`src/hdl/ccl_map.svh`:
```
`ifndef CCL_MAP_SVH
`define CCL_MAP_SVH
// Register offsets on the plain port (byte addresses)
`define CCL_ADDR_W        8
`define CCL_OFF_DW4       8'h10
`define CCL_OFF_DW5       8'h14
`define CCL_OFF_HEAP      8'h20
`define CCL_OFF_STATUS    8'h24
// Field positions
`define CCL_VP_PTR_MSB    31
`define CCL_VP_PTR_LSB    5
`define CCL_DITHER_BIT    31
`define CCL_RNDDIS_BIT    30
`define CCL_ROP_MSB       19
`define CCL_ROP_LSB       16
`define CCL_LOGIC_EN_BIT  0
`define CCL_BLEND_EN_BIT  1
// Writable masks: reserved bits stay zero
`define CCL_DW4_MASK      32'hFFFFFFE0
`define CCL_DW5_MASK      32'hC00F0003
`define CCL_RESET_VAL     32'h00000000
// Dither matrix side length
`define CCL_DITHER_N      4
`endif

```
`src/hdl/ccl_pkg.sv`:
```
package ccl_pkg;
    typedef logic [3:0] ccl_rop_t;
    typedef enum logic [1:0] {
        CCL_IDLE,
        CCL_RDDST,
        CCL_OUT
    } ccl_state_e;
endpackage

```
`src/hdl/ccl_dither_mem.sv`:
```
`timescale 1ns/1ns
// Small ordered-dither threshold table, registered read data
module ccl_dither_mem #(
    parameter int AW = 4
) (
    input  wire logic          clock,
    input  wire logic [AW-1:0] addr,
    output logic      [3:0]    data_q
);
    logic [3:0] rom [0:(1<<AW)-1];
    assign rom = '{4'h0, 4'h8, 4'h2, 4'hA, 4'hC, 4'h4, 4'hE, 4'h6,
                   4'h3, 4'hB, 4'h1, 4'h9, 4'hF, 4'h7, 4'hD, 4'h5};
    // Registered read so timing matches a real memory
    always_ff @(posedge clock) begin
        data_q <= rom[addr];
    end
endmodule

```
`src/hdl/ccl_rop_unit.sv`:
```
`timescale 1ns/1ns
// Bitwise raster operation; code+1 is the windows_rop_code
module ccl_rop_unit #(
    parameter int W = 32
) (
    input  wire logic [3:0]   raster_op_select,
    input  wire logic [W-1:0] src,
    input  wire logic [W-1:0] dst,
    output logic      [W-1:0] res
);
    // Truth-table form: code bit k is the output
    // for (S,D) pattern k, so both nibbles repeated give the blit
    // rop byte and code plus one gives the windows_rop_code
    always_comb begin
        for (int i = 0; i < W; i++) begin
            res[i] = raster_op_select[{src[i], dst[i]}];
        end
    end
endmodule

```
`src/hdl/ccl_top.sv`:
```
`timescale 1ns/1ns
// Notes on behaviour
// - Viewport table address: pointer plus heap base
// - Dither enable dithers all components, alpha too
// - Bit30 clear cancels dither per blend data
// - Bits 19:16 select the logic function
// - Code 1 is NOR, 2 is notS and D
// - Code 0 clears to all zeros
// - No destination read when D unused
// - Nibble repeated gives blit rop byte
// - Code equals windows rop code minus one
// - Codes 3 to F per standard table
`include "ccl_map.svh"
module ccl_top #(
    parameter int CW = 8
) (
    input  wire logic                   clock,
    input  wire logic                   rst_n,
    input  wire logic [`CCL_ADDR_W-1:0] reg_addr,
    input  wire logic [31:0]            reg_wdata,
    input  wire logic                   reg_wr,
    input  wire logic                   reg_rd,
    output logic      [31:0]            reg_rdata_q,
    input  wire logic                   pix_valid,
    input  wire logic [4*CW-1:0]        pix_color,
    input  wire logic [1:0]             pix_x,
    input  wire logic [1:0]             pix_y,
    input  wire logic                   pix_round_hint,
    output logic                        pix_ready_q,
    output logic                        dst_rd_q,
    input  wire logic                   dst_rd_valid,
    input  wire logic [4*CW-1:0]        dst_rd_data,
    output logic                        out_valid_q,
    output logic      [4*CW-1:0]        out_color_q,
    output logic      [31:0]            viewport_addr_q
);
    import ccl_pkg::*;

    logic [31:0] dw4_q;
    logic [31:0] dw5_q;
    logic [31:0] heap_q;
    ccl_state_e  state_q;
    logic [4*CW-1:0] src_q;
    logic [4*CW-1:0] dst_q;
    logic [4*CW-1:0] rop_res;
    logic [4*CW-1:0] dith_col;
    logic [3:0]      thr_q;
    logic [3:0]      pos_q;
    logic [3:0]      thr_addr;
    logic [4*CW-1:0] pre_col;
    logic            round_q;
    logic            dither_en;
    logic            round_ok;
    logic            logic_en;
    ccl_rop_t        rop_sel;
    logic            need_dst;

    assign dither_en = dw5_q[`CCL_DITHER_BIT];
    assign logic_en  = dw5_q[`CCL_LOGIC_EN_BIT];
    assign rop_sel   = dw5_q[`CCL_ROP_MSB:`CCL_ROP_LSB];

    // True when result depends on D: cofactors on D differ
    function automatic logic uses_dst(input ccl_rop_t c);
        return (c[0] != c[1]) || (c[2] != c[3]);
    endfunction

    // Destination needed only when function uses it
    assign need_dst = logic_en && uses_dst(rop_sel);

    // Register writes; masks drop reserved bits
    always_ff @(posedge clock) begin
        if (!rst_n) begin
            dw4_q  <= `CCL_RESET_VAL;
            dw5_q  <= `CCL_RESET_VAL;
            heap_q <= `CCL_RESET_VAL;
        end else if (reg_wr) begin
            case (reg_addr)
                `CCL_OFF_DW4:  dw4_q  <= reg_wdata & `CCL_DW4_MASK;
                `CCL_OFF_DW5:  dw5_q  <= reg_wdata & `CCL_DW5_MASK;
                `CCL_OFF_HEAP: heap_q <= {reg_wdata[31:5], 5'h00};
                default: ;
            endcase
        end
    end

    // Read data one cycle after strobe; unmapped reads zero
    always_ff @(posedge clock) begin
        if (!rst_n) begin
            reg_rdata_q <= 32'h00000000;
        end else if (reg_rd) begin
            case (reg_addr)
                `CCL_OFF_DW4:    reg_rdata_q <= dw4_q;
                `CCL_OFF_DW5:    reg_rdata_q <= dw5_q;
                `CCL_OFF_HEAP:   reg_rdata_q <= heap_q;
                `CCL_OFF_STATUS: reg_rdata_q <= {28'h0000000,
                                     need_dst, 1'b0, state_q};
                default:         reg_rdata_q <= 32'h00000000;
            endcase
        end else begin
            reg_rdata_q <= 32'h00000000;
        end
    end

    // Aligned pointer added to heap base
    always_ff @(posedge clock) begin
        if (!rst_n) begin
            viewport_addr_q <= 32'h00000000;
        end else begin
            viewport_addr_q <= heap_q +
                {dw4_q[`CCL_VP_PTR_MSB:`CCL_VP_PTR_LSB], 5'h00};
        end
    end

    // Bitwise function per code, all codes covered
    ccl_rop_unit #(.W(4*CW)) u_rop (
        .raster_op_select (rop_sel),
        .src              (src_q),
        .dst              (dst_q),
        .res              (rop_res)
    );

    // Table follows the pins only while idle; a taken pixel keeps its
    // spot even if the pins move on to the next position
    assign thr_addr = (state_q == CCL_IDLE) ? {pix_y, pix_x} : pos_q;

    ccl_dither_mem #(.AW(4)) u_thr (
        .clock  (clock),
        .addr   (thr_addr),
        .data_q (thr_q)
    );

    assign round_ok = dw5_q[`CCL_RNDDIS_BIT] || !round_q;

    // Logic op off: the source itself goes on to the dither stage
    assign pre_col = logic_en ? rop_res : src_q;

    // Bump each component, alpha too, saturating
    always_comb begin
        dith_col = pre_col;
        if (dither_en && round_ok && thr_q[3] && thr_q[0]) begin
            for (int k = 0; k < 4; k++) begin
                if (pre_col[k*CW +: CW] != {CW{1'b1}}) begin
                    dith_col[k*CW +: CW] = pre_col[k*CW +: CW] +
                                            {{(CW-1){1'b0}}, 1'b1};
                end
            end
        end
    end

    // Pixel sequencer; one pixel in flight keeps ordering simple
    always_ff @(posedge clock) begin
        if (!rst_n) begin
            state_q     <= CCL_IDLE;
            src_q       <= '0;
            dst_q       <= '0;
            round_q     <= 1'b0;
            pos_q       <= '0;
            pix_ready_q <= 1'b1;
            dst_rd_q    <= 1'b0;
            out_valid_q <= 1'b0;
            out_color_q <= '0;
        end else begin
            dst_rd_q    <= 1'b0;
            out_valid_q <= 1'b0;
            case (state_q)
                CCL_IDLE: begin
                    if (pix_valid && pix_ready_q) begin
                        src_q       <= pix_color;
                        dst_q       <= '0;
                        round_q     <= pix_round_hint;
                        pos_q       <= {pix_y, pix_x};
                        pix_ready_q <= 1'b0;
                        // Read issued only if D used
                        if (need_dst) begin
                            dst_rd_q <= 1'b1;
                            state_q  <= CCL_RDDST;
                        end else begin
                            state_q  <= CCL_OUT;
                        end
                    end
                end
                CCL_RDDST: begin
                    if (dst_rd_valid) begin
                        dst_q   <= dst_rd_data;
                        state_q <= CCL_OUT;
                    end
                end
                CCL_OUT: begin
                    // Dither stage output is the pixel's final color
                    out_color_q <= dith_col;
                    out_valid_q <= 1'b1;
                    pix_ready_q <= 1'b1;
                    state_q     <= CCL_IDLE;
                end
                default: state_q <= CCL_IDLE;
            endcase
        end
    end

    // a_no_dst_read: guards skipping of destination reads
    a_no_dst_read: assert property (
        @(posedge clock) disable iff (!rst_n)
        dst_rd_q |-> $past(need_dst))
        else $error("destination read for function not using D");

    // a_clear_zero: guards code zero output
    a_clear_zero: assert property (
        @(posedge clock) disable iff (!rst_n)
        (state_q == CCL_OUT && logic_en && rop_sel == 4'h0
         && !dither_en) |=> (out_valid_q && out_color_q == '0))
        else $error("clear function gave nonzero output");

    // a_rop_nor: guards code one
    a_rop_nor: assert property (
        @(posedge clock) disable iff (!rst_n)
        (rop_sel == 4'h1) |-> (rop_res == ~(src_q | dst_q)))
        else $error("nor function wrong");

    // a_rop_andn: guards code two
    a_rop_andn: assert property (
        @(posedge clock) disable iff (!rst_n)
        (rop_sel == 4'h2) |-> (rop_res == (~src_q & dst_q)))
        else $error("notsrc and dst function wrong");

    // a_rop_xor: guards code six
    a_rop_xor: assert property (
        @(posedge clock) disable iff (!rst_n)
        (rop_sel == 4'h6) |-> (rop_res == (src_q ^ dst_q)))
        else $error("xor function wrong");

    // a_rop_orn: guards code thirteen
    a_rop_orn: assert property (
        @(posedge clock) disable iff (!rst_n)
        (rop_sel == 4'hD) |-> (rop_res == (src_q | ~dst_q)))
        else $error("src or not dst function wrong");

    // a_vp_addr: guards viewport address sum
    a_vp_addr: assert property (
        @(posedge clock) disable iff (!rst_n)
        $stable(dw4_q) && $stable(heap_q) |=>
        viewport_addr_q == $past(heap_q) + {$past(dw4_q[31:5]), 5'h00})
        else $error("viewport address wrong");

    // a_dither_off: guards undithered path
    a_dither_off: assert property (
        @(posedge clock) disable iff (!rst_n)
        (state_q == CCL_OUT && !dither_en)
        |=> out_color_q == $past(pre_col))
        else $error("output changed with dither off");

    // a_round_cancel: guards cancellation when bit30 clear
    a_round_cancel: assert property (
        @(posedge clock) disable iff (!rst_n)
        (state_q == CCL_OUT && round_q
         && !dw5_q[`CCL_RNDDIS_BIT]) |=> out_color_q == $past(pre_col))
        else $error("dither not cancelled");

    // a_dst_read_req: guards the read when D is used
    a_dst_read_req: assert property (
        @(posedge clock) disable iff (!rst_n)
        (state_q == CCL_IDLE && pix_valid && pix_ready_q && need_dst)
        |=> dst_rd_q)
        else $error("destination read missing for function using D");

    // a_dither_bump: guards the alpha bump when dither fires
    a_dither_bump: assert property (
        @(posedge clock) disable iff (!rst_n)
        (state_q == CCL_OUT && dither_en && round_ok && thr_q[3]
         && thr_q[0] && pre_col[4*CW-1 -: CW] != {CW{1'b1}})
        |=> out_color_q[4*CW-1 -: CW] ==
            $past(pre_col[4*CW-1 -: CW]) + {{(CW-1){1'b0}}, 1'b1})
        else $error("alpha component not dithered");

    // a_logic_off: guards source pass-through with logic op off
    a_logic_off: assert property (
        @(posedge clock) disable iff (!rst_n)
        (state_q == CCL_OUT && !logic_en && !dither_en)
        |=> out_color_q == $past(src_q))
        else $error("source not passed with logic op off");

    // a_rop_set: guards code fifteen
    a_rop_set: assert property (
        @(posedge clock) disable iff (!rst_n)
        (rop_sel == 4'hF) |-> (rop_res == {(4*CW){1'b1}}))
        else $error("set function wrong");

    // a_rop_copy: guards code twelve
    a_rop_copy: assert property (
        @(posedge clock) disable iff (!rst_n)
        (rop_sel == 4'hC) |-> (rop_res == src_q))
        else $error("copy function wrong");

    // a_reserved_zero: guards that reserved state bits never stick
    a_reserved_zero: assert property (
        @(posedge clock) disable iff (!rst_n)
        dw4_q[4:0] == 5'h00 && dw5_q[29:20] == 10'h000
        && dw5_q[15:2] == 14'h0000)
        else $error("reserved state bits kept");
endmodule

```
`config.mk`:
```
export PLATFORM = sky130hd
export DESIGN_NAME = ccl_top
export DESIGN_NICKNAME = d
export VERILOG_FILES = /design/src/hdl/ccl_pkg.sv /design/src/hdl/ccl_dither_mem.sv /design/src/hdl/ccl_rop_unit.sv /design/src/hdl/ccl_top.sv
export VERILOG_INCLUDE_DIRS = /design/src /design/src/hdl
export SDC_FILE = /design/constraint.sdc
export NUM_CORES = 1
export LEC_CHECK = 0
export ABC_AREA = 0
export BUFFER_PORTS_ARGS = -buffer_cell sky130_fd_sc_hd__buf_2
export CAP_MARGIN = 25
export CELL_PAD_IN_SITES_DETAIL_PLACEMENT = 1
export CELL_PAD_IN_SITES_GLOBAL_PLACEMENT = 1
export CORE_UTILIZATION = 43
export CTS_BUF_LIST = sky130_fd_sc_hd__clkbuf_4
export CTS_CLUSTER_SIZE = 12
export DETAILED_ROUTE_END_ITERATION = 10
export GPL_TIMING_DRIVEN = 0
export PLACE_DENSITY_LB_ADDON = 0.1
export SLEW_MARGIN = 20
export SYNTH_ARGS = -nofsm -noshare
export SYNTH_HDL_FRONTEND = slang
export SYNTH_HIERARCHICAL = 1
export SYNTH_SLANG_ARGS = --single-unit
```
`constraint.sdc`:
```
create_clock -name clock -period 3.6 [get_ports clock]
set_clock_uncertainty 0.15 [all_clocks]
set_input_delay 0.72 -clock clock [delete_from_list [all_inputs] [get_ports clock]]
set_output_delay 0.72 -clock clock [all_outputs]
set_load 0.03 [all_outputs]
```
### Yosys cells after proc, flatten, opt, wreduce, memory -nomap -nowiden

Memories as Yosys holds them, arrays and structs flattened. A register that Yosys moved wholly into a read port is not among the register bits.
Index checks and enable logic that the tools add are counted.

* register bits: 232
* latch bits: 0
* bits in writable memories: 0
* ROM bits: 64
* input bits: 115
* memories kept: 1

* add/sub/neg operators: 5
* multiply operators: 0
* div/mod/pow operators: 0
* order comparisons: 32
* equality and inequality tests: 14
* shift operators: 0
* mux-type cells: 83
* bitwise gates (word level): 1
* reduce and logical (&&, ||, !) cells: 20

Memory list
* (no name shown): depth 16, bits a word 4, rd ports 1, clocked after Yosys merged registers in 1, write ports 0, line ccl_dither_mem.sv:15 `data_q <= rom[addr];`

Operators with widths (number)
* two-way mux 32 bit: 4
* one-hot mux 32 bit (4 select lines): 1
* < comparator 2 x 3 -> 1 bit (second input constant): 32
* binary-select mux 1 bit (select 2 bit): 32
* one-hot mux 32 bit (2 select lines): 1
* two-way mux 1 bit: 35
* adder 32 bit: 1
* adder 8 x 1 -> 8 bit (second input constant): 4
* two-way mux 8 bit: 4
* inequality test 8 bit (second input constant): 4
* equality test 8 x 5 -> 1 bit (second input constant): 2
* equality test 8 x 6 -> 1 bit (second input constant): 2
* AND reduction 2 bit: 7
* two-way mux 2 bit: 3
* AND reduction 3 bit: 2
* logical AND 1 bit: 5
* NOT 4 -> 5 bit: 1
* two-way mux 4 bit: 1
* one-hot mux 2 bit (2 select lines): 1
* nonzero test 2 bit: 2
* equality test 2 x 1 -> 1 bit (second input constant): 1
* equality test 2 bit (second input constant): 1
* zero test 2 bit: 1
* logical OR 1 bit: 2
* 5 further kinds: 6

### Depth between registers and ports, before layout

* depth after elaboration: 6
* gate-level depth with buffers: 12

### By module

Netlist, hierarchy kept.

By module, submodules not included
* ccl_top: times used 1, cells an instance 1251, area each 10341.2 sq um
* ccl_rop_unit: times used 1, cells an instance 44, area each 780.7 sq um
* ccl_dither_mem: times used 1, cells an instance 6, area each 97.6 sq um

### Worst setup path after synthesis

OpenSTA, ideal clock, no wires.

* path kind: reg2reg
* from: reg dw5_q[0]
* to: reg out_color_q[12]
* data arrival time: 2493 ps
* required time: 3333 ps
* slack: 840 ps
* stages on the path, launching flop included: 13
* buffers on the path: 5
* period minus slack after synthesis: 2760 ps
* cell sequence: dfxtp_1 buf_6 buf_6 buf_6 buf_4 buf_4 mux2_2 ha_1 a21boi_2 a41oi_2 nand2_1 xnor2_1 a22o_1

* word-level cells in the longest chain between the ends: 4

RTL lines
* start: declaration: line ccl_top.sv:40 `logic [31:0] dw5_q;`
* start signal: assignment: line ccl_top.sv:74 `` dw5_q <= `CCL_RESET_VAL; ``
* start signal: assignment: line ccl_top.sv:79 `` `CCL_OFF_DW5: dw5_q <= reg_wdata & `CCL_DW5_MASK; ``
* two-way mux 32 bit (*): line ccl_top.sv:135 `assign pre_col = logic_en ? rop_res : src_q;`
* adder 8 x 1 -> 8 bit or inequality test 8 bit (tied branches): line ccl_top.sv:143, ccl_top.sv:142
* two-way mux 8 bit: line ccl_top.sv:142 `if (pre_col[k*CW +: CW] != {CW{1'b1}}) begin`
* two-way mux 32 bit (*): line ccl_top.sv:140 `if (dither_en && round_ok && thr_q[3] && thr_q[0]) begin`
* end signal: assignment: line ccl_top.sv:190 `out_color_q <= dith_col;`
* end: declaration: line ccl_top.sv:34 `output logic [4*CW-1:0] out_color_q,`

Every way passes the cells marked *; elsewhere a longest branch is shown, timed or not.
A chain may end at the register's enable or synchronous reset.

### Worst setup path after layout

* from: reg dw5_q[0]
* to: reg out_color_q[13]

The elaborated chain is that of the path after synthesis.

==> impl_metrics.toml <==
[status]
status = "complete, no violations"

[finish]
multi_input_area_sq_um = 6080
drive_gt1_share_pct = 24.9
syn_to_final_growth_pct = 19.1
nets = 1707
fill_cells = 3179
register_area_sq_um = 4520

[routing]
post_drt_wl_per_cell_um = 20.1
routed_wl_um = 38600
drtIter0Drc = 799
drc = 0
postRouteAntennaNets = 0
num_vias = 10700
vias_per_cell = 5.57
first_pass_iters = 5

[synth]
avgSynthCellArea_sq_um = 8.61
synth_area_sq_um = 11100
yosys_warnings = 6
syn_inst = 1293

[worst_setup_path]
arrival_ns = 3.69
critPathKind = "register to register"
cp-end-kind = "register"
critical_path_required_ns = 4.04
cp-start-kind = "register"
crit_fanout = 10

[cts]
clk_pin_slew_worst_paths_ns = 0.06
cts_resized = 0
clockBufferDepth = 3
htree_levels = 2
cts.sinks = 226
postCtsSetupBuffers = 0
cts-root-buf = "clkbuf_4"
cts_tree = "done"
clock_latency_ns = 0.72
numCtsBuffers = 58
ctsHoldBuffers = 0

[pwr]
vdd_drop_max_uv = 178
pwr_density_cell_nw_per_um2 = 387
leakage_nw = 5.41
power_mw = 5.13

[sta]
period_needed_ns = 3.26
rsz0062_at_grt = "false"
finalCritPeriodShare_pct = 90.5
finalHoldViolCount = 0
max_freq_ghz = 0.307
relSlewSlack_pct = 33.8
hold_ws_ns = 0.0944
setup_viol = 0
finalMaxSlewViolations = 0
worstMarginPinSlew_ns = 0.994
fin_setup_tns_ns = 0

[global_routing]
antenna_found_initial = 1
overflow = 0
grt_pass1_wl_um = 58600
grt_max_degree = 15
grt_usage_pct = 28.9
grt_pass1_vias = 10500

[placement]
finalWeightedCongestion = 0.888
place_hpwl_um = 29100
port_buffers = 202

[floorplan]
core_area_sq_um = 25300
initial_core_util_pct = 44.1
rows = 58
die_w_um = 163
die_h_um = 163
die-area_sq_um = 26500
ioPinCount = 214

[min_path]
worstHoldPathType = "input port to register"

[flow_run]
maxCapViolCount = 0
metrics by stage:
stage	instance area, sq um	instances	setup WS, ns	util [%]
floorplan	11100	1299	0.840	-
global placement	12600	1831	0.418	49.8
detailed placement	12600	1831	0.362	49.8
CTS	13300	1925	0.359	52.5
global route	13300	1926	0.167	52.5
finish	13300	1926	0.342	52.5
final timing paths:
path | from | to | slack [ns] | cells past startpoint
worst min register to register | out_color_q[3] | out_color_q[3] | 0.29 | 2
worst max-delay path | dw5_q[0] | out_color_q[13] | 0.34 | 12
worst max register to register | dw5_q[0] | out_color_q[13] | 0.34 | 12
worst min-delay path | pix_color[3] | src_q[3] | 0.09 | 3
metal layers:
layer  global-route usage [%]  part of all wire (%)  vias up
li1                         -                     -     5100
met1                     41.5                    47     5165
met2                     43.5                    43      395
met3                     4.97                   7.2       63
met4                     9.77                   2.4        0
met5                        0                     0        -
where the power goes:
| group | internal (mW) | total (mW) | switching [mW] | leakage [nW] |
|---|---|---|---|---|
| combinational | 0.134 | 0.411 | 0.278 | 3.18 |
| sequential | 2.54 | 2.58 | 0.0381 | 1.83 |
| clock | 1.08 | 2.14 | 1.06 | 0.410 |
cell usage in the layout (no fill, tap or decap), types with 10 or more instances in the layout:
cell / instances
nor2_1: 56
inv_1: 12
buf_4: 12
nor3_1: 13
o21ai_0: 30
nand3_1: 60
a21oi_1: 163
dfxtp_1: 226
a22oi_1: 29
nand2b_1: 10
ha_1: 30
mux4_2: 32
clkinv_1: 12
xor2_1: 18
xnor2_1: 13
clkbuf_1: 49
clkbuf_4: 80
nand4_1: 10
mux2_2: 20
nand2_1: 297
mux2i_1: 31
buf_2: 226
and3_1: 10
a21o_1: 19
critical path: stages (launching register included):
cell and delay, ns:
dfxtp_1 0.34, buf_6 0.17, buf_6 0.18, buf_6 0.17
buf_4 0.23, buf_4 0.28, mux2_2 0.38, ha_1 0.22
a21boi_2 0.19, a41oi_2 0.37, nand3_1 0.16, xnor2_1 0.19
o21ai_0 0.09
area by class of cell:
class                           instances  area share, %
Tap cell                              330           3.11
Clock buffer                           80           4.53
Sequential cell                       226           34.1
Clock inverter                         14          0.613
Inverter                               14          0.396
Buffer                                100           3.73
Timing Repair Buffer                  202           7.63
Antenna cell                            1         0.0189
Multi-Input combinational cell        959           45.8
registers in the layout, summed over array words and instances, names as in the netlist:
name,flops
dst_q,32
dst_rd_q,1
dw4_q,27
dw5_q,8
heap_q,27
out_color_q,32
out_valid_q,1
pix_ready_q,1
pos_q,3
reg_rdata_q,30
round_q,1
src_q,32
state_q,2
u_thr/data_q,2
viewport_addr_q,27
Note: power is estimated with default switching activity, not from simulation.
